**src/logic/uart_fmt_pkg.sv**
```systemverilog
// Purpose: shared constants and carriers for the line format and baud generator block
// Assumes: 32-bit apb, one word per register
// Notes:   offsets below are byte addresses
`default_nettype none
package uart_fmt_pkg;
  localparam int          ADDR_W        = 12;
  localparam int          DATA_W        = 32;
  // register byte addresses
  localparam logic [11:0] OFS_DATA      = 12'h000;
  localparam logic [11:0] OFS_IER_DIVHI = 12'h004;
  localparam logic [11:0] OFS_LINE      = 12'h00c;
  localparam logic [11:0] OFS_FORMAT    = 12'h010;
  // line_format_control fields
  localparam int          LC_LEN_LO     = 0;
  localparam int          LC_LEN_HI     = 1;
  localparam int          LC_STOP       = 2;
  localparam int          LC_PAR_ON     = 3;
  localparam int          LC_PAR_EVEN   = 4;
  localparam int          LC_PAR_FIXED  = 5;
  localparam int          LC_SPACING    = 6;
  localparam int          LC_BANK       = 7;
  // reset values and divisor compare constants
  localparam logic [7:0]  LINE_RESET    = 8'h00;
  localparam logic [15:0] DIV_RESET     = 16'h0000;
  localparam logic [15:0] DIV_ZERO      = 16'h0000;
  localparam logic [15:0] DIV_ONE       = 16'h0001;
  // character format encodings
  localparam logic [3:0]  CHAR_BITS_MIN = 4'h5;
  localparam logic [1:0]  LEN_FIVE      = 2'h0;
  localparam logic [2:0]  STOP_ONE      = 3'h2;
  localparam logic [2:0]  STOP_ONE_HALF = 3'h3;
  localparam logic [2:0]  STOP_TWO      = 3'h4;

  // stop length is carried in half bit times
  typedef struct packed {
    logic [3:0] dataBits;
    logic [2:0] stopHalves;
    logic       parityOn;
    logic       parityEven;
    logic       parityFixed;
  } frame_fmt_t;

  typedef struct packed {
    logic [ADDR_W-1:0] paddr;
    logic              psel;
    logic              penable;
    logic              pwrite;
    logic [DATA_W-1:0] pwdata;
  } apb_req_t;

  typedef struct packed {
    logic [DATA_W-1:0] prdata;
    logic              pready;
    logic              pslverr;
  } apb_rsp_t;
endpackage : uart_fmt_pkg
`default_nettype wire

```
**src/logic/uart_line_format_baud_gen.sv**
```systemverilog
// Purpose: line format control, divisor latches and 16x baud tick for a serial element
// Assumes: transmitter, receiver and interrupt enable logic sit outside on this clock
// Notes:   apb slave with zero wait states while ce is high
//
// What this block does
// - two low control bits pick five, six, seven or eight data bits
// - stop control bit clear gives one stop bit
// - stop bit set with five-bit characters gives one and a half stop bits
// - stop bit set with six to eight bit characters gives two stop bits
// - parity enable bit 3 adds a parity bit after the data bits
// - bit 4 low selects odd parity, high selects even parity
// - stick parity bit 5 sends and expects the inverse of bit 4
// - break bit 6 holds the serial output low until cleared
// - bank select high maps the low addresses onto the divisor latches
// - bank select low maps them onto receive, transmit and interrupt enable
// - divisor may be anything from one to 65535
// - generator output runs at sixteen times the baud rate
// - divisor is sixteen bits held in low and high byte latches
// - writing either latch byte reloads the baud counter at once
//
// Chosen here: the register offsets and register access over APB.
`default_nettype none
module uart_line_format_baud_gen
  import uart_fmt_pkg::*;
(
  input  wire logic                 clock,
  input  wire logic                 rst,
  input  wire logic                 ce,
  input  wire uart_fmt_pkg::apb_req_t apbReq,
  output uart_fmt_pkg::apb_rsp_t    apbRsp,
  input  wire logic [7:0]           rxBufData,
  input  wire logic [7:0]           ierData,
  output logic                      rxBufReadStb,
  output logic                      txHoldWriteStb,
  output logic                      ierWriteStb,
  output logic [7:0]                hostWriteData,
  input  wire logic                 txLine,
  output logic                      serialTxPin,
  output logic                      tick16,
  output uart_fmt_pkg::frame_fmt_t  frameFmt,
  input  wire logic [7:0]           txChar,
  output logic                      txParity,
  input  wire logic [7:0]           rxChar,
  input  wire logic                 rxParityBit,
  output logic                      rxParityErr
);
  import uart_fmt_pkg::*;

  logic [7:0]  lineCtl_r;
  logic [15:0] divisor_r;
  logic [15:0] divNxt;
  logic [15:0] baudCount_r;
  logic [31:0] prdata_r;
  logic        setupPhase;
  logic        accessDone;
  logic        wrDone;
  logic        bankHigh;
  logic        mapped;
  logic        divWrite;
  logic [7:0]  wrByte;
  logic [7:0]  txMasked;
  logic [7:0]  rxMasked;
  logic        txWant;
  logic        rxWant;

  assign bankHigh   = lineCtl_r[LC_BANK];
  // a stalled clock enable stretches the access phase so no write is lost
  assign setupPhase = ce && apbReq.psel && !apbReq.penable;
  assign accessDone = ce && apbReq.psel && apbReq.penable;
  assign wrDone     = accessDone && apbReq.pwrite;
  assign wrByte     = apbReq.pwdata[7:0];
  assign mapped     = (apbReq.paddr == OFS_DATA) || (apbReq.paddr == OFS_IER_DIVHI)
                   || (apbReq.paddr == OFS_LINE) || (apbReq.paddr == OFS_FORMAT);

  assign apbRsp.pready  = ce;
  assign apbRsp.pslverr = apbReq.psel && apbReq.penable && !mapped;
  assign apbRsp.prdata  = prdata_r;

  // line format control register
  always_ff @(posedge clock or posedge rst) begin
    if (rst) begin
      lineCtl_r <= LINE_RESET;
    end else if (wrDone && apbReq.paddr == OFS_LINE) begin
      lineCtl_r <= wrByte;
    end
  end

  always_comb begin
    divNxt   = divisor_r;
    divWrite = 1'b0;
    if (wrDone && bankHigh && apbReq.paddr == OFS_DATA) begin
      divNxt[7:0] = wrByte;
      divWrite    = 1'b1;
    end
    if (wrDone && bankHigh && apbReq.paddr == OFS_IER_DIVHI) begin
      divNxt[15:8] = wrByte;
      divWrite     = 1'b1;
    end
  end

  always_ff @(posedge clock or posedge rst) begin
    if (rst) begin
      divisor_r <= DIV_RESET;
    end else begin
      divisor_r <= divNxt;
    end
  end

  // normal bank strobes, one cycle after the access edge
  always_ff @(posedge clock or posedge rst) begin
    if (rst) begin
      txHoldWriteStb <= 1'b0;
      ierWriteStb    <= 1'b0;
      rxBufReadStb   <= 1'b0;
      hostWriteData  <= 8'h00;
    end else if (ce) begin
      txHoldWriteStb <= wrDone && !bankHigh && apbReq.paddr == OFS_DATA;
      ierWriteStb    <= wrDone && !bankHigh && apbReq.paddr == OFS_IER_DIVHI;
      rxBufReadStb   <= accessDone && !apbReq.pwrite && !bankHigh
                        && apbReq.paddr == OFS_DATA;
      if (wrDone) begin
        hostWriteData <= wrByte;
      end
    end
  end

  // read data captured in the setup cycle, steady through the access phase
  always_ff @(posedge clock or posedge rst) begin
    if (rst) begin
      prdata_r <= '0;
    end else if (setupPhase && !apbReq.pwrite) begin
      prdata_r <= '0;
      case (apbReq.paddr)
        OFS_DATA:      prdata_r[7:0] <= bankHigh ? divisor_r[7:0] : rxBufData;
        OFS_IER_DIVHI: prdata_r[7:0] <= bankHigh ? divisor_r[15:8] : ierData;
        OFS_LINE:      prdata_r[7:0] <= lineCtl_r;
        OFS_FORMAT:    prdata_r[$bits(frame_fmt_t)-1:0] <= frameFmt;
        default:       prdata_r <= '0;
      endcase
    end
  end

  // decoded frame format, registered so the shifters see clean levels
  always_ff @(posedge clock or posedge rst) begin
    if (rst) begin
      frameFmt <= '{dataBits: CHAR_BITS_MIN, stopHalves: STOP_ONE, default: 1'b0};
    end else if (ce) begin
      frameFmt.dataBits <= CHAR_BITS_MIN + {2'b00, lineCtl_r[LC_LEN_HI:LC_LEN_LO]};
      if (!lineCtl_r[LC_STOP]) begin
        frameFmt.stopHalves <= STOP_ONE;
      end else if (lineCtl_r[LC_LEN_HI:LC_LEN_LO] == LEN_FIVE) begin
        frameFmt.stopHalves <= STOP_ONE_HALF;
      end else begin
        frameFmt.stopHalves <= STOP_TWO;
      end
      // parity slot present only when enabled
      frameFmt.parityOn    <= lineCtl_r[LC_PAR_ON];
      frameFmt.parityEven  <= lineCtl_r[LC_PAR_EVEN];
      frameFmt.parityFixed <= lineCtl_r[LC_PAR_FIXED];
    end
  end

  // data bits beyond the selected length take no part in parity
  for (genvar i = 0; i < 8; i++) begin : g_mask
    assign txMasked[i] = txChar[i] && (4'(i) < frameFmt.dataBits);
    assign rxMasked[i] = rxChar[i] && (4'(i) < frameFmt.dataBits);
  end

  // stick parity overrides the computed bit
  always_comb begin
    txWant = frameFmt.parityEven ? ^txMasked : ~^txMasked;
    rxWant = frameFmt.parityEven ? ^rxMasked : ~^rxMasked;
    if (frameFmt.parityFixed) begin
      txWant = ~frameFmt.parityEven;
      rxWant = ~frameFmt.parityEven;
    end
  end

  // parity bit for the transmitter, check for the receiver
  always_ff @(posedge clock or posedge rst) begin
    if (rst) begin
      txParity    <= 1'b0;
      rxParityErr <= 1'b0;
    end else if (ce) begin
      txParity    <= frameFmt.parityOn && txWant;
      rxParityErr <= frameFmt.parityOn && (rxParityBit != rxWant);
    end
  end

  always_ff @(posedge clock or posedge rst) begin
    if (rst) begin
      serialTxPin <= 1'b1;
    end else if (ce) begin
      serialTxPin <= txLine && !lineCtl_r[LC_SPACING];
    end
  end

  // down counter, one tick per wrap; a zero divisor stays silent
  always_ff @(posedge clock or posedge rst) begin
    if (rst) begin
      baudCount_r <= DIV_RESET;
      tick16      <= 1'b0;
    end else if (ce) begin
      tick16 <= !divWrite && baudCount_r == DIV_ONE;
      if (divWrite) begin
        baudCount_r <= divNxt;
      end else if (baudCount_r <= DIV_ONE) begin
        baudCount_r <= divisor_r;
      end else begin
        baudCount_r <= baudCount_r - DIV_ONE;
      end
    end
  end

  reload_on_write_a: assert property (@(posedge clock) disable iff (rst)
    divWrite |=> baudCount_r == $past(divNxt))
    else $error("baud counter not reloaded by latch write");

  tick_on_wrap_a: assert property (@(posedge clock) disable iff (rst)
    (ce && !divWrite && baudCount_r == DIV_ONE) |=> tick16 ##0 baudCount_r == $past(divisor_r))
    else $error("no tick or reload at counter wrap");

  // divide by one ticks every cycle
  divide_by_one_a: assert property (@(posedge clock) disable iff (rst)
    (ce && !divWrite && divisor_r == DIV_ONE && baudCount_r == DIV_ONE)[*2] |=> tick16)
    else $error("divisor one does not tick every cycle");

  zero_silent_a: assert property (@(posedge clock) disable iff (rst)
    (divisor_r == DIV_ZERO && baudCount_r == DIV_ZERO) |=> !tick16)
    else $error("tick with zero divisor");

  break_spacing_a: assert property (@(posedge clock) disable iff (rst)
    (ce && lineCtl_r[LC_SPACING]) |=> !serialTxPin)
    else $error("serial output not spacing during break");

  // one and a half stop bits
  stop_half_a: assert property (@(posedge clock) disable iff (rst)
    (ce && lineCtl_r[LC_STOP] && lineCtl_r[LC_LEN_HI:LC_LEN_LO] == LEN_FIVE)
      |=> frameFmt.stopHalves == STOP_ONE_HALF && frameFmt.dataBits == CHAR_BITS_MIN)
    else $error("five bit stop length wrong");

  stick_level_a: assert property (@(posedge clock) disable iff (rst)
    (ce && frameFmt.parityOn && frameFmt.parityFixed) |=> txParity == !$past(frameFmt.parityEven))
    else $error("stick parity level wrong");

  parity_off_a: assert property (@(posedge clock) disable iff (rst)
    (ce && !frameFmt.parityOn) |=> !txParity && !rxParityErr)
    else $error("parity active while disabled");

  // banked write reaches the latch, not the holding register
  bank_write_a: assert property (@(posedge clock) disable iff (rst)
    (wrDone && bankHigh && apbReq.paddr == OFS_DATA)
      |=> !txHoldWriteStb && divisor_r[7:0] == $past(apbReq.pwdata[7:0]))
    else $error("banked write missed divisor latch");

  // normal bank write reaches the holding register
  thr_write_a: assert property (@(posedge clock) disable iff (rst)
    (wrDone && !bankHigh && apbReq.paddr == OFS_DATA) |=> txHoldWriteStb && !$changed(divisor_r))
    else $error("normal write did not reach holding register");
endmodule : uart_line_format_baud_gen
`default_nettype wire

```
**config.mk**
```make
export PLATFORM = sky130hd
export DESIGN_NAME = uart_line_format_baud_gen
export DESIGN_NICKNAME = d
export VERILOG_FILES = /design/src/logic/uart_fmt_pkg.sv /design/src/logic/uart_line_format_baud_gen.sv
export SDC_FILE = /design/constraint.sdc
export NUM_CORES = 1
export LEC_CHECK = 0
export BUFFER_PORTS_ARGS = -buffer_cell sky130_fd_sc_hd__buf_2
export CAP_MARGIN = 20
export CORE_MARGIN = 1
export CORE_UTILIZATION = 45
export CTS_CLUSTER_DIAMETER = 100
export CTS_CLUSTER_SIZE = 12
export DETAILED_ROUTE_END_ITERATION = 12
export PLACE_DENSITY = 0.72
export SLEW_MARGIN = 20
export SYNTH_ARGS = -nofsm -noshare
export SYNTH_HDL_FRONTEND = slang
export SYNTH_SLANG_ARGS = --single-unit
```
**constraint.sdc**
```tcl
create_clock -name clock -period 3.25 [get_ports clock]
set_input_delay 0.65 -clock clock [delete_from_list [all_inputs] [get_ports clock]]
set_output_delay 0.65 -clock clock [all_outputs]
set_load 0.02 [all_outputs]
```
Word-level counts from Yosys, hierarchy flattened
Cells that the tools add are included.

word-level totals
  register bits after elaboration = 75

operators by class
  reductions and logical operators = 53
  mux-type cells = 16
  add/sub/neg operators = 2
  bitwise gates (word level) = 1
  magnitude comparators = 9
  eq/ne operators = 5

operator list
  cell                                                                          number
  1-bit logical AND                                                             37
  16-bit two-way mux                                                            2
  8-bit two-way mux                                                             4
  8-bit one-hot mux with 4 select lines                                         1
  16-bit by 1-bit equality test with 1-bit output (second input constant)       1
  16-bit by 1-bit <= comparator with 1-bit output (second input constant)       1
  3-bit by 4-bit less-than comparator with 1-bit output (first input constant)  4
  8-bit XNOR reduction                                                          2
  8-bit parity                                                                  2
  16-bit by 1-bit subtractor with 16-bit output (second input constant)         1
  12-bit by 3-bit equality test with 1-bit output (second input constant)       1
  12-bit by 4-bit equality test with 1-bit output (second input constant)       1
  12-bit by 5-bit equality test with 1-bit output (second input constant)       1
  12-bit zero test                                                              1
  1-bit by 4-bit less-than comparator with 1-bit output (first input constant)  2
  2-bit by 4-bit less-than comparator with 1-bit output (first input constant)  2
  1-bit zero test                                                               6
  1-bit two-way mux                                                             6
  3-bit two-way mux                                                             2
  3-bit by 2-bit adder with 4-bit output (first input constant)                 1
  1-bit logical OR                                                              3
  2-bit zero test                                                               1
  2-bit two-way mux                                                             1
  2-bit AND reduction                                                           1
  2 further kinds                                                               2

Longest topological paths before layout
  depth after elaboration = 9
  depth in mapped cells = 8
  depth with buffers taken out = 8

Worst setup path before layout
OpenSTA, ideal clock, no wires.

  path type = in2reg
  start point = input apbReq[36] (netlist bit)
  end point = register baudCount_r[15]
  arrival = 2.521 ns
  setup time = 0.126 ns
  stages on the path = 6
  data required time = 3.124 ns
  setup slack = 0.603 ns
  cell sequence = nor4_1 nand4_1 or4_1 buf_2 mux2_2 a221o_1

between the ends
  elaborated cells on any way between the ends = 8
  those cells by class = eq/ne: 1; mux: 4; reduce/logical: 3

RTL lines
  item                                             RTL line                          source
  start: declaration                               uart_line_format_baud_gen.sv:29   input wire uart_fmt_pkg::apb_req_t apbReq,
  12-bit by 3-bit equality test with 1-bit output  uart_line_format_baud_gen.sv:95   if (wrDone && bankHigh && apbReq.paddr == OFS_IER_DIVHI) begin
  1-bit logical AND                                uart_line_format_baud_gen.sv:95
  8-bit two-way mux                                uart_line_format_baud_gen.sv:95
  via divNxt[15]                                   uart_line_format_baud_gen.sv:51   logic [15:0] divNxt;
  16-bit two-way mux                               uart_line_format_baud_gen.sv:205  if (divWrite) begin
  end signal: assignment                           uart_line_format_baud_gen.sv:206  baudCount_r <= divNxt;
  end signal: assignment                           uart_line_format_baud_gen.sv:208  baudCount_r <= divisor_r;
  end signal: assignment                           uart_line_format_baud_gen.sv:210  baudCount_r <= baudCount_r - DIV_ONE;
  end: declaration                                 uart_line_format_baud_gen.sv:52   logic [15:0] baudCount_r;

The timed path passes the listed nets, and every way through them passes these cells.
A chain may end at the register's enable or synchronous reset.

Worst setup path after layout
  start point = register baudCount_r[8]
  end point = register baudCount_r[8]

between the ends
  word-level cells in the longest chain between the ends = 3
  elaborated cells on any way between the ends = 4
  those cells by class = add/sub: 1; order compare: 1; mux: 2

ends and longest elaborated chain
  item                                                                                                              RTL line                                                            source
  16-bit by 1-bit subtractor with 16-bit output or 16-bit by 1-bit <= comparator with 1-bit output (tied branches)  uart_line_format_baud_gen.sv:210, uart_line_format_baud_gen.sv:207
  16-bit two-way mux (*)                                                                                            uart_line_format_baud_gen.sv:207                                    end else if (baudCount_r <= DIV_ONE) begin
  16-bit two-way mux (*)                                                                                            uart_line_format_baud_gen.sv:205

Every way passes the cells marked *; elsewhere a longest branch is shown, timed or not.

==> flow_metrics.tcl <==
set metrics [dict create \
    grt_usage 0.262 \
    cpMostUsedCell "or4_4" \
    die_width_um 101 \
    rsz0062_at_grt "no" \
    busiest_layer "met2" \
    crit_type "flop to flop" \
    root_buffer "clkbuf_8" \
    p_clk_frac 0.327 \
    grt_pass1_vias 3813 \
    yosysSeqAreaShare 0.429 \
    cts_buffers 9 \
    final.setup.tns_ns 0 \
    gr-usage-met1 0.358 \
    drtPass1Iterations 5 \
    cts_resized 0 \
    synth_common_cells "nand2_1, dfrtp_1, nor2_1" \
    synth_area_leaders "dfrtp_1, nand2_1, mux2_2, mux2i_1, buf_4" \
    synthDistinctLibCells 55 \
    finalInstanceArea_um2 5140 \
    nFillCells 860 \
    numPortBuffers 96 \
    wirelength_um 12600 \
    clock_path_buffers 2 \
    area_delta_synth_final_pct 17.3 \
    synth_top_area_share 0.405 \
    cts_tree "done" \
    start_util 0.470 \
    required_ns 3.48 \
    combPwrFrac 0.199 \
    cap_violations 0 \
    swShare 0.318 \
    n_antenna_cell 0 \
    grt_first_pass_wirelength_um 19900 \
    h-tree-depth 3 \
    cp_cell_sequence "or4_4 > or4_4 > or2_4 > mux2_4 > a221oi_2 > o2bb2ai_1" \
    reg2regPathDepth 6 \
    gp_congestion 0.922 \
    p_sw_mw 0.736 \
    slew_viol_final 0 \
    synth_warnings 0 \
    ys.flop_type "dfrtp_1" \
    arrival_ns 3.00 \
    synth_top_area_cell "dfrtp_1" \
    drt_iter0_drc 257 \
    finClkSkew_ns 0.00908 \
    fp.dieArea_um2 10100 \
    ys_async_sr_fraction 1.00 \
    cp_slowest_cell "or4_4" \
    clock.fmax_mhz 361 \
    grt_max_degree 39 \
    intPower_mw 1.58 \
    core_um2 9330 \
    power_density_nw_per_um2 450 \
    slew_headroom 0.445 \
    post-route-min-period_ns 2.77 \
    wl_per_cell_um 18.1 \
    cp_top_family "simple AND/OR/NAND/NOR gates" \
    fin_total_pwr_mw 2.31 \
    dp.final_hpwl_um 9090 \
    synth_area_um2 4380 \
    grt_use_met2 0.414 \
    nNetsFinal 652 \
    cts_hold_buf 0 \
    worst_pin_slew_ns 0.831 \
    r2r_slack_ns 0.48 \
    vias_per_cell 5.67 \
    clk_latency_ns 0.36 \
    finalSetupViolations 0 \
    gr-usage-met3 0.0506 \
    crit_buf_inv 0 \
    ys_ff_latch 75 \
    cp-end-kind "flop" \
    avgSynthCellArea_um2 9.31 \
    core.rowCount 35 \
    hold_path.class "input pin to asynchronous set/reset pin" \
    die_h_um 101 \
    fin_ws_ns 0.483 \
    postCtsSetupBuffers 0 \
    ios 143 \
    vias 3958 \
    antenna_found_initial 0 \
    cts.clk_slew.worst_paths_ns 0.09 \
    whs_ns 0.446 \
    synth_cells 471 \
    finalHoldViolations 0 \
    yosysMostFrequentCell "nand2_1" \
    drc 0 \
    dp_slack_ns 0.232 \
    synth_edf_count 0 \
    path_depth 6 \
    ant_nets 0 \
    post-route-period-util 0.851 \
    drive_above_1_share 0.288 \
    grt.overflow.total 0 \
    crit_path_start_kind "flop" \
    ir_worst_vdd_mv 0.248 \
    p_leak_nw 2.48 \
    cts_num_sinks 75 \
    status "finished, final reports clean" \
    seqPwrFrac 0.474 \
    worstPathMaxFanout 13 \
    max_stage_delay_ns 0.61 \
    placed_area_um2 4940 \
]
==> per-layer routing <==
metal  part of all wire  vias to the layer above
li1                   -                     1818
met2               0.46                      208
met3              0.087                       20
met5                  0                        -
met1               0.43                     1912
met4              0.019                        0
==> worst paths after layout <==
| kind | start | to |
|---|---|---|
| worst max-delay path | baudCount_r[8]$_DFFE_PP0P_ | baudCount_r[8]$_DFFE_PP0P_ |
| worst min-delay path | rst | rxParityErr$_DFFE_PP0P_ |
| worst max register to register | baudCount_r[8]$_DFFE_PP0P_ | baudCount_r[8]$_DFFE_PP0P_ |
| worst min register to register | hostWriteData[0]$_DFFE_PP0P_ | hostWriteData[0]$_DFFE_PP0P_ |
| max in group asynchronous | rst | serialTxPin$_DFFE_PP1P_ |
| min in group clock | hostWriteData[0]$_DFFE_PP0P_ | hostWriteData[0]$_DFFE_PP0P_ |
==> sequential cells by signal, summed over array words and instances (netlist names) <==
register / flops
rxParityErr: 1
hostWriteData: 8
divisor_r: 16
lineCtl_r: 8
baudCount_r: 16
frameFmt: 10
txParity: 1
rxBufReadStb: 1
ierWriteStb: 1
serialTxPin: 1
txHoldWriteStb: 1
prdata_r: 10
tick16: 1
==> cell families (layout without fill, tap and decap cells) <==
group / Yosys count / in the layout / share of synthesized area
AO/OA/AOI/OAI: 93 / 93 / 0.152
adder cells (fa/ha/maj): 4 / 4 / 0.0114
multiplexers: 44 / 44 / 0.109
AND/OR/NAND/NOR: 172 / 172 / 0.183
XOR/XNOR: 22 / 22 / 0.0440
flip-flops: 75 / 75 / 0.429
other: 1 / 22 / 0.000855
buffers and inverters: 60 / 137 / 0.0716
==> power by group through the flow <==
stage	registers [mW]	clock network [mW]	logic (mW)
final	1.10	0.756	0.461
after global routing	1.11	0.807	0.503
after CTS	1.09	0.758	0.458
after detailed placement	1.11	0	0.452
after global placement	1.10	0	0.439
after floorplan	1.11	0	0.325
==> placed cells by master, fill, tap and decap left out, types with 5 or more instances in the layout <==
master      n
a211oi_1   10
mux2i_1    18
nor3_1     18
buf_4      10
a21oi_1     9
conb_1     22
nand3_1     7
o22ai_1     6
or3_1       5
o2bb2ai_1  13
buf_2      96
dfrtp_1    71
nor2_1     32
a22oi_1     6
nand2_1    80
inv_1      13
o21ai_0    18
clkbuf_8   10
xnor2_1    13
xor2_1      9
mux2_2     25
nor4_1      5
==> cell type report <==
cell class / instances / area (µm²) / area share
flip-flops and latches: 75 / 1880 / 0.366
inverters: 14 / 52.6 / 0.0102
repair buffers: 107 / 576 / 0.112
clock inverters: 5 / 61.3 / 0.0119
clock buffers: 11 / 141 / 0.0275
well taps: 129 / 161 / 0.0314
multi-input cells: 357 / 2270 / 0.441
==> through the flow <==
stage,cells,util
floorplan,492,-
global placement,682,0.529
detailed placement,682,0.529
CTS,698,0.551
global route,698,0.551
finish,698,0.551
==> worst reg2reg max path, stage by stage, from the launching register on <==
cell and delay (ns):
dfrtp_1 0.47, or4_4 0.61, or4_4 0.57, or2_4 0.35, mux2_4 0.33, a221oi_2 0.23
o2bb2ai_1 0.09
Power figures use the tool's default switching activity.
